==> src/rtl/llrc_pkg.sv <==
// Package for the low latency core rate control register bank
package llrc_pkg;

	// ****************************************************************
	// Register map and fields
	// ****************************************************************
	localparam int ADDR_W = 16;
	localparam logic [15:0] OFS_RATE_CTRL = 16'h0009;
	localparam logic [15:0] OFS_STOP_CNT = 16'h000a;
	localparam logic [15:0] OFS_RUN_CTRL = 16'h0100;
	localparam logic [15:0] OFS_STATUS = 16'h0101;
	localparam logic [15:0] OFS_FAST_DIV = 16'h0102;
	localparam int RATIO_LSB = 3;
	localparam int RATE_LSB = 1;
	localparam int STOP_LSB = 0;
	localparam int RUN_BIT = 0;
	localparam logic [7:0] RST_RATE_CTRL = 8'h04;
	localparam logic [7:0] RST_STOP_CNT = 8'h00;
	localparam logic [7:0] RST_FAST_DIV = 8'h00;

	// Field codes
	localparam logic [1:0] RATIO_EQ = 2'h0;
	localparam logic [1:0] RATIO_DIV4 = 2'h1;
	localparam logic [1:0] RATIO_DIV8 = 2'h2;
	localparam logic [1:0] RATE_96K = 2'h1;
	localparam logic [1:0] RATE_192K = 2'h2;
	localparam logic [1:0] RATE_768K = 2'h3;
	localparam logic [4:0] STOP_NONE = 5'h00;
	localparam logic [4:0] STOP_RSVD = 5'h01;

	// Timing: master clock 250 MHz, core master clock 6.144 MHz
	localparam int CLK_KHZ = 250000;
	localparam int MCLK_HZ = 6144000;
	localparam int MCLK_CYC = (CLK_KHZ * 1000) / MCLK_HZ;
	localparam int K96_DIV = 64;
	localparam int K192_DIV = 32;

	typedef struct packed {
		logic [ADDR_W-1:0] addr;
		logic [7:0] wdata;
		logic wr;
		logic rd;
	} llrc_bus_s;

	typedef struct packed {
		logic [1:0] ratio;
		logic [1:0] rate;
		logic [4:0] stop;
		logic [2:0] fast_div;
	} llrc_cfg_s;

endpackage

==> src/rtl/llrc_rate_gen.sv <==
// Fast and slow processing rate tick generator
`timescale 1ns/1ps
module llrc_rate_gen
	import llrc_pkg::*;
#(
	parameter int MCLK_CYCLES = MCLK_CYC
) (
	// Clock and reset
	input wire logic clk,
	input wire logic sys_rst,
	// Applied settings
	input wire llrc_pkg::llrc_cfg_s cfg,
	input wire logic run,
	// Rate ticks
	output logic fast_tick,
	output logic slow_tick
);

	// ****************************************************************
	// Master clock enable
	// ****************************************************************
	logic [7:0] mclk_cnt_r;
	logic mclk_en;
	assign mclk_en = (mclk_cnt_r == 8'(MCLK_CYCLES - 1));

	always_ff @(posedge clk) begin
		if (sys_rst || !run || mclk_en) begin
			mclk_cnt_r <= 8'h00;
		end else begin
			mclk_cnt_r <= mclk_cnt_r + 8'h01;
		end
	end

	// ****************************************************************
	// Fast rate divisor
	// ****************************************************************
	logic [6:0] fast_div;
	always_comb begin
		case (cfg.rate)
			RATE_96K: fast_div = 7'(K96_DIV);
			RATE_192K: fast_div = 7'(K192_DIV);
			RATE_768K: begin
				case (cfg.fast_div)
					3'h0: fast_div = 7'd8;
					3'h1: fast_div = 7'd9;
					3'h2: fast_div = 7'd10;
					3'h3: fast_div = 7'd12;
					3'h4: fast_div = 7'd14;
					default: fast_div = 7'd16;
				endcase
			end
			default: fast_div = 7'(K192_DIV);
		endcase
	end

	logic [6:0] fast_cnt_r;
	logic fast_hit;
	assign fast_hit = mclk_en && (fast_cnt_r == fast_div - 7'd1);

	always_ff @(posedge clk) begin
		if (sys_rst || !run) begin
			fast_cnt_r <= 7'h00;
		end else if (fast_hit) begin
			fast_cnt_r <= 7'h00;
		end else if (mclk_en) begin
			fast_cnt_r <= fast_cnt_r + 7'h01;
		end
	end

	// ****************************************************************
	// Slow rate from fast rate
	// ****************************************************************
	logic [2:0] slow_cnt_r;
	logic [2:0] slow_last;
	always_comb begin
		case (cfg.ratio)
			RATIO_EQ: slow_last = 3'h0;
			RATIO_DIV4: slow_last = 3'h3;
			RATIO_DIV8: slow_last = 3'h7;
			default: slow_last = 3'h0;
		endcase
	end

	always_ff @(posedge clk) begin
		if (sys_rst || !run) begin
			slow_cnt_r <= 3'h0;
		end else if (fast_hit) begin
			slow_cnt_r <= (slow_cnt_r == slow_last) ? 3'h0 :
				slow_cnt_r + 3'h1;
		end
	end

	always_ff @(posedge clk) begin
		if (sys_rst) begin
			fast_tick <= 1'b0;
			slow_tick <= 1'b0;
		end else begin
			fast_tick <= fast_hit;
			slow_tick <= fast_hit && (slow_cnt_r == slow_last);
		end
	end

endmodule

==> src/rtl/llrc_top.sv <==
// Low latency core rate control register bank
//
// Overview of operation
// - Bits 4:3 set slow rate: equal, quarter or eighth of fast rate
// - Bits 2:1 pick core rate: 96k, 192k, 768k; code 00 reserved
// - New field values apply only while the run flag is clear
// - Count n of two or more runs addresses zero to n minus two
// - Count zero runs all instructions; count one is reserved
// - At 768k code fast rate is master clock over programmable divisor
`timescale 1ns/1ps
module llrc_top
	import llrc_pkg::*;
#(
	parameter int PROG_DEPTH = 32
) (
	// Clock and reset
	input wire logic clk,
	input wire logic sys_rst,
	// Register port
	input wire llrc_pkg::llrc_bus_s bus,
	output logic [7:0] rdata,
	// Core facing
	output llrc_pkg::llrc_cfg_s core_cfg,
	output logic core_run,
	output logic [4:0] last_addr,
	output logic run_all,
	output logic fast_tick,
	output logic slow_tick
);
	import llrc_pkg::*;

	// ****************************************************************
	// Software registers
	// ****************************************************************
	logic [7:0] rate_ctrl_r;
	logic [7:0] stop_cnt_r;
	logic [7:0] fast_div_r;
	logic run_r;

	always_ff @(posedge clk) begin
		if (sys_rst) begin
			rate_ctrl_r <= RST_RATE_CTRL;
			stop_cnt_r <= RST_STOP_CNT;
			fast_div_r <= RST_FAST_DIV;
			run_r <= 1'b0;
		end else if (bus.wr) begin
			case (bus.addr)
				OFS_RATE_CTRL: rate_ctrl_r <= {3'h0, bus.wdata[4:0]};
				OFS_STOP_CNT: stop_cnt_r <= {3'h0, bus.wdata[4:0]};
				OFS_FAST_DIV: fast_div_r <= {5'h00, bus.wdata[2:0]};
				OFS_RUN_CTRL: run_r <= bus.wdata[RUN_BIT];
				default: ;
			endcase
		end
	end

	// ****************************************************************
	// Applied settings, frozen while running
	// ****************************************************************
	llrc_cfg_s cfg_r;
	llrc_cfg_s cfg_nxt;
	always_comb begin
		cfg_nxt.ratio = rate_ctrl_r[RATIO_LSB +: 2];
		cfg_nxt.rate = rate_ctrl_r[RATE_LSB +: 2];
		cfg_nxt.stop = stop_cnt_r[STOP_LSB +: 5];
		cfg_nxt.fast_div = fast_div_r[2:0];
		// Reserved codes keep the previous applied value
		if (cfg_nxt.rate == 2'h0) begin
			cfg_nxt.rate = cfg_r.rate;
		end
		if (cfg_nxt.ratio == 2'h3) begin
			cfg_nxt.ratio = cfg_r.ratio;
		end
		if (cfg_nxt.stop == STOP_RSVD) begin
			cfg_nxt.stop = cfg_r.stop;
		end
	end

	always_ff @(posedge clk) begin
		if (sys_rst) begin
			cfg_r <= '{ratio: RATIO_EQ, rate: RATE_192K,
				stop: STOP_NONE, fast_div: 3'h0};
		end else if (!run_r) begin
			cfg_r <= cfg_nxt;
		end
	end

	// ****************************************************************
	// Program stop decode
	// ****************************************************************
	always_ff @(posedge clk) begin
		if (sys_rst) begin
			last_addr <= 5'(PROG_DEPTH - 1);
			run_all <= 1'b1;
		end else if (cfg_r.stop == STOP_NONE) begin
			last_addr <= 5'(PROG_DEPTH - 1);
			run_all <= 1'b1;
		end else begin
			last_addr <= cfg_r.stop - 5'd2;
			run_all <= 1'b0;
		end
	end

	always_ff @(posedge clk) begin
		if (sys_rst) begin
			core_cfg <= '0;
			core_run <= 1'b0;
		end else begin
			core_cfg <= cfg_r;
			core_run <= run_r;
		end
	end

	// ****************************************************************
	// Rate ticks
	// ****************************************************************
	llrc_rate_gen u_rate (
		.clk(clk),
		.sys_rst(sys_rst),
		.cfg(cfg_r),
		.run(run_r),
		.fast_tick(fast_tick),
		.slow_tick(slow_tick)
	);

	// ****************************************************************
	// Read port
	// ****************************************************************
	always_ff @(posedge clk) begin
		if (sys_rst) begin
			rdata <= 8'h00;
		end else if (bus.rd) begin
			case (bus.addr)
				OFS_RATE_CTRL: rdata <= rate_ctrl_r;
				OFS_STOP_CNT: rdata <= stop_cnt_r;
				OFS_FAST_DIV: rdata <= fast_div_r;
				OFS_RUN_CTRL: rdata <= {7'h00, run_r};
				OFS_STATUS: rdata <= {cfg_r.stop[2:0], cfg_r.ratio,
					cfg_r.rate, run_r};
				default: rdata <= 8'h00;
			endcase
		end else begin
			rdata <= 8'h00;
		end
	end

endmodule

==> config.mk <==
export PLATFORM = sky130hd
export DESIGN_NAME = llrc_top
export DESIGN_NICKNAME = d
export VERILOG_FILES = /design/src/rtl/llrc_pkg.sv /design/src/rtl/llrc_rate_gen.sv /design/src/rtl/llrc_top.sv
export SDC_FILE = /design/constraint.sdc
export NUM_CORES = 1
export LEC_CHECK = 0
export BUFFER_PORTS_ARGS = -buffer_cell sky130_fd_sc_hd__buf_2
export CAP_MARGIN = 20
export CORE_UTILIZATION = 59
export DETAILED_ROUTE_END_ITERATION = 10
export PLACE_DENSITY = 0.84
export SLEW_MARGIN = 5
export SYNTH_ARGS = -nofsm -noshare
export SYNTH_HDL_FRONTEND = slang
export SYNTH_SLANG_ARGS = --single-unit
==> constraint.sdc <==
create_clock -name clk -period 7.2 [get_ports clk]
set_clock_uncertainty 0.2 [all_clocks]
set_input_delay 1.44 -clock clk [delete_from_list [all_inputs] [get_ports clk]]
set_output_delay 1.44 -clock clk [all_outputs]
set_load 0.005 [all_outputs]
# Yosys cells after proc, flatten, opt, wreduce, memory -nomap -nowiden
# Index checks and enable logic that the tools add are counted.
[classes] add_sub_neg=5 eq_ne=18 muxes=6 bitwise=5 reduce_logical=18
[op_table] op="equality test 16 x 9 -> 1 bit (second input constant)" count=3
[op_table] op="one-hot mux 8 bit (5 select lines)" count=1
[op_table] op="equality test 16 x 4 -> 1 bit (second input constant)" count=2
[op_table] op="one-hot mux 5 bit (5 select lines)" count=1
[op_table] op="one-hot mux 7 bit (2 select lines)" count=1
[op_table] op="AND reduction 2 bit" count=7
[op_table] op="adder 8 x 1 -> 8 bit (second input constant)" count=1
[op_table] op="equality test 8 x 6 -> 1 bit (second input constant)" count=1
[op_table] op="adder 7 x 1 -> 7 bit (second input constant)" count=1
[op_table] op="equality test 7 bit" count=1
[op_table] op="subtractor 7 x 1 -> 7 bit (second input constant)" count=1
[op_table] op="equality test 2 bit (second input constant)" count=3
[op_table] op="equality test 3 x 2 -> 1 bit (second input constant)" count=2
[op_table] op="one-hot mux 3 bit (2 select lines)" count=1
[op_table] op="OR reduction 2 bit" count=3
[op_table] op="equality test 5 x 1 -> 1 bit (second input constant)" count=1
[op_table] op="logical NOT 5 bit" count=1
[op_table] op="NOT 1 bit" count=5
[op_table] op="subtractor 5 x 2 -> 5 bit (second input constant)" count=1
[op_table] op="equality test 2 x 1 -> 1 bit (second input constant)" count=2
[op_table] op="adder 3 x 1 -> 3 bit (second input constant)" count=1
[op_table] op="equality test 3 x 1 -> 1 bit (second input constant)" count=1
[op_table] op="equality test 3 bit" count=1
[op_table] op="equality test 3 bit (second input constant)" count=1
[op_table] op="other kinds (7)" count=9
[word_totals] regBits=73 in_bits=28 elab_cells=73

# Depth between registers and ports, before layout
[depth] word_depth=7 ltp_mapped=9 depth_no_buf=8

# Cells and area by module
# From an unflattened synthesis, not the netlist that was laid out.
[unflattened] cells_unflattened=332 area_unflattened_um2=3261.9
[by_module_without_submodules] module="llrc_top" instances=1 cells_per_inst=212 area_per_inst_um2=2119.5 seq_area_each_um2=1061.0
[by_module_without_submodules] module="llrc_rate_gen" instances=1 cells_per_inst=120 area_per_inst_um2=1142.3 seq_area_each_um2=400.4

# Least setup slack after synthesis
# OpenSTA, ideal clock, no wires.
[synth_timing] path_kind="input to register" start="input port bus[17] (netlist bit)" end="register stop_cnt_r[4]" setup_ns=0.132 arrival_time_ns=2.756 setup_slack_ns=4.112 cell_stages=5 path_buffers=0 cell_sequence="nor4_1 > nand3_1 > or4_1 > nand2_1 > a21oi_1"
[synth_via] elab_chain_len=2
[synth_lines] item="start, declared" line_no="llrc_top.sv:20" source="input wire llrc_pkg::llrc_bus_s bus,"
[synth_lines] item="equality test 16 x 4 -> 1 bit" line_no="llrc_top.sv:47" source="case (bus.addr)"
[synth_lines] item="AND reduction 2 bit (no line)"
[synth_lines] item="end signal, assigned" line_no="llrc_top.sv:49" source="OFS_STOP_CNT: stop_cnt_r <= {3'h0, bus.wdata[4:0]};"
[synth_lines] item="end, declared" line_no="llrc_top.sv:36" source="logic [7:0] stop_cnt_r;"
# Every way passes these cells.
# A chain may end at the register's enable or synchronous reset.

# Final worst setup path
[layout_timing] start="input port sys_rst" end="register u_rate.mclk_cnt_r[3]"
[layout_via] elab_chain_len=2
[layout_lines] item="start, declared" line_no="llrc_top.sv:18" source="input wire logic sys_rst,"
[layout_lines] item="logical OR 1 bit (2 in a row)" line_no="llrc_rate_gen.sv:27" source="if (sys_rst || !run || mclk_en) begin"
[layout_lines] item="end signal, assigned" line_no="llrc_rate_gen.sv:30" source="mclk_cnt_r <= mclk_cnt_r + 8'h01;"
[layout_lines] item="end, declared" line_no="llrc_rate_gen.sv:22" source="logic [7:0] mclk_cnt_r;"
# Every way passes these cells.

==> summary.md <==
| Metric | Value |
|---|---|
| Status | finished clean |
| Drt wl/cell | 13.33 um |
| Cells resized by post-CTS repair | 0 |
| Total negative slack | 0 ns |
| Layout area overhead | 16.67% |
| Crit path capture type | register |
| Hpwl dp | 4184 um |
| DRC violations left | 0 |
| Clock Pin Slew Worst Setup and Hold Paths | 0.07 ns |
| Global-route wire length before repair | 9936 um |
| Die H | 74.23 um |
| Total track usage | between 20% and 30% |
| Share of cells above drive strength 1 | between 20% and 30% |
| CP Cell Sequence | buf_2 -> nand2b_1 -> inv_1 -> o21ai_1 -> nor2_1 |
| Worst stage delay on the critical path | 0.64 ns |
| Synth Area per Inst | 9.413 sq um |
| Crit path buf inv count | 2 |
| Critical path peak fanout | 45 |
| Tmin final | between 3 and 4 ns |
| Pleak | 0.001383 uW |
| Initial antenna violation count | 0 |
| 1st-iter DRT viols | 159 |
| Sequential element share of the synthesized area | 47.48% |
| Vias | approximately 2,600 |
| Starting Density | ~63% |
| Endpoints failing hold | 0 |
| Pin count of the biggest net entering global routing | 46 |
| Synth Warn # | 0 |
| Die X | 74.23 um |
| Fill count | 362 |
| # setup viols final | 0 |
| Nets@finish | 415 |
| Slowest stage cell, crit path | nand2b_1 |
| Vias/cell | 5.666 |
| Register bit total from synthesis | 73 |
| # Max-Cap Violations | 0 |
| Mapped Nets | 361 |
| Vias in the first global route | 2,241 |
| Number of flops mapped to enable cells by yosys | 0 |
| # hold bufs at CTS | 0 |
| Pre-antenna DRT Iters | 5 |
| Critical path's top delay family | buffers and inverters |
| Drt total wl | 6026 um |
| Clk sinks | 73 |
| Num CTS Buffers | 9 |
| Top cells by area, synth | dfxtp_1 47%, a21oi_1 3.9%, nor2_1 3.9% |
| Commonest cells after routing, fill and taps aside | 73 x dfxtp_1, 53 x buf_2, 32 x nor2_1, 30 x nand2_1, 24 x a21oi_1 |
| Pins Over Slew Limit | 0 |
| CTS root buf | clkbuf_8 |
| Commonest non-fill, non-tap cell in the layout | dfxtp_1 |
| IO Pins | 57 |
| Max_slew headroom | roughly half |
| Synth Cell Area | 3078 sq um |
| Final Cycle Share | 45.67% |
| Reg2reg setup slack | 4.55 ns |
| Slew @ Worst Pin | 0.7633 ns |
| Post-Syn Instances | 327 |
| CTS tree | done |
| Total core area | 4880 sq um |
| DIE AREA | 5509 sq um |
| Worst-skew pair later-pin latency | about 0.34 ns |
| Final Cell Area | 3591 sq um |
| Main synth FF type | dfxtp_1 |
| Peak VDD IR | 133.9 uV |
| Final Total Pwr | approximately 770 uW |
| ANT nets after route | 0 |
| Share of the synthesized area in the top cell type | 47.48% |
| Synth cell types | 56 |
| Port bufs | 53 |
| Yosys top cell by area | dfxtp_1 |
| Gpl congestion | 0.8856 |
| Hold Crit Class | register to register |
| Worst setup SP type | input pin |
| Unrepaired setup endpoints after global routing | no |
| N_diodes | 0 |
| Clock buffer depth | 2 |
| Pre-CTS setup slack | 3.597 ns |
| Crit path kind | input pin to register |
| Worst Path Arrival | 3.31 ns |
| Setup bufs post-CTS | 0 |
| Row count | 25 |
| Fmax | 0.3041 GHz |
| H-tree levels | 3 |
| Grt ovf | 0 |
| Area after DPL | 3373 sq um |
| Final setup margin | 3.912 ns |
| Async SR Flop Fraction | 0% |
| Required time worst endpoint | between 7 and 8 ns |
| Power Density | roughly 210 nW/um^2 |
## cell usage after synthesis, types with 3 or more instances
cell type / n
a21oi_1: 24
a22oi_1: 5
and3_1: 5
and3b_1: 3
clkbuf_1: 8
dfxtp_1: 73
ha_1: 6
inv_1: 14
mux2i_1: 9
nand2_1: 30
nand2b_1: 5
nand3_1: 19
nand3b_1: 3
nor2_1: 32
nor2b_1: 9
nor3_2: 8
nor4_1: 5
o21ai_0: 4
or3_1: 6
or4_1: 3
xnor2_1: 8
xor2_1: 8
## logic make-up after synthesis
kind of cell	Yosys count	share of synthesized area [%]
AO/OA/AOI/OAI	50	10.65
AND/OR/NAND/NOR	149	28.50
multiplexers	9	2.927
adder cells (fa/ha/maj)	6	2.439
XOR/XNOR	16	4.553
flip-flops	73	47.48
buffers and inverters	24	3.455
## worst paths after layout
kind,cells past startpoint,start,to
worst max register to register,8,cfg_r[1]$_SDFFE_PP0N_,u_rate.slow_cnt_r[0]$_SDFFE_PP0P_
worst min register to register,1,u_rate.mclk_cnt_r[0]$_SDFF_PP0_,u_rate.mclk_cnt_r[0]$_SDFF_PP0_
worst min-delay path,1,u_rate.mclk_cnt_r[0]$_SDFF_PP0_,u_rate.mclk_cnt_r[0]$_SDFF_PP0_
worst max-delay path,5,sys_rst,u_rate.mclk_cnt_r[3]$_SDFF_PP0_
## metal layers
metal	wire, um	track usage, %
met2	2807	36.87
met4	123	13.00
met5	0	0
met1	2765	31.56
met3	329	5.285
## stage by stage
stage | hold WS [ns] | util [%] | std cells
floorplan | 0.2175 | - | 327
global placement | 0.2303 | 69.13 | 437
detailed placement | 0.2426 | 69.13 | 437
CTS | 0.2588 | 73.59 | 452
global route | 0.2811 | 73.59 | 452
finish | 0.2548 | 73.59 | 452
## registers in the layout, indices dropped and copies added, names as in the netlist, 5 cells and up
name,count
stop_cnt_r,5
rdata,8
last_addr,5
u_rate.mclk_cnt_r,8
rate_ctrl_r,5
cfg_r,12
core_cfg,12
u_rate.fast_cnt_r,7
## report_power, final
part	internal (uW)	switching (uW)	total, uW	leakage, uW
logic	6.55	11.1	17.7	0.000690
registers	404	0.0539	404	0.000588
clock network	202	145	346	0.000104
## layout make-up
class	instances	area, sq um	share of cell area [%]
timing repair buffer	53	265.3	7.387
clock inverter	5	80.08	2.230
multi-input combinational	230	1510	42.06
clock buffer	10	137.6	3.833
sequential	73	1461	40.70
tap	67	83.83	2.334
inverter	14	52.55	1.463
Note: power is estimated with default switching activity, not from simulation.
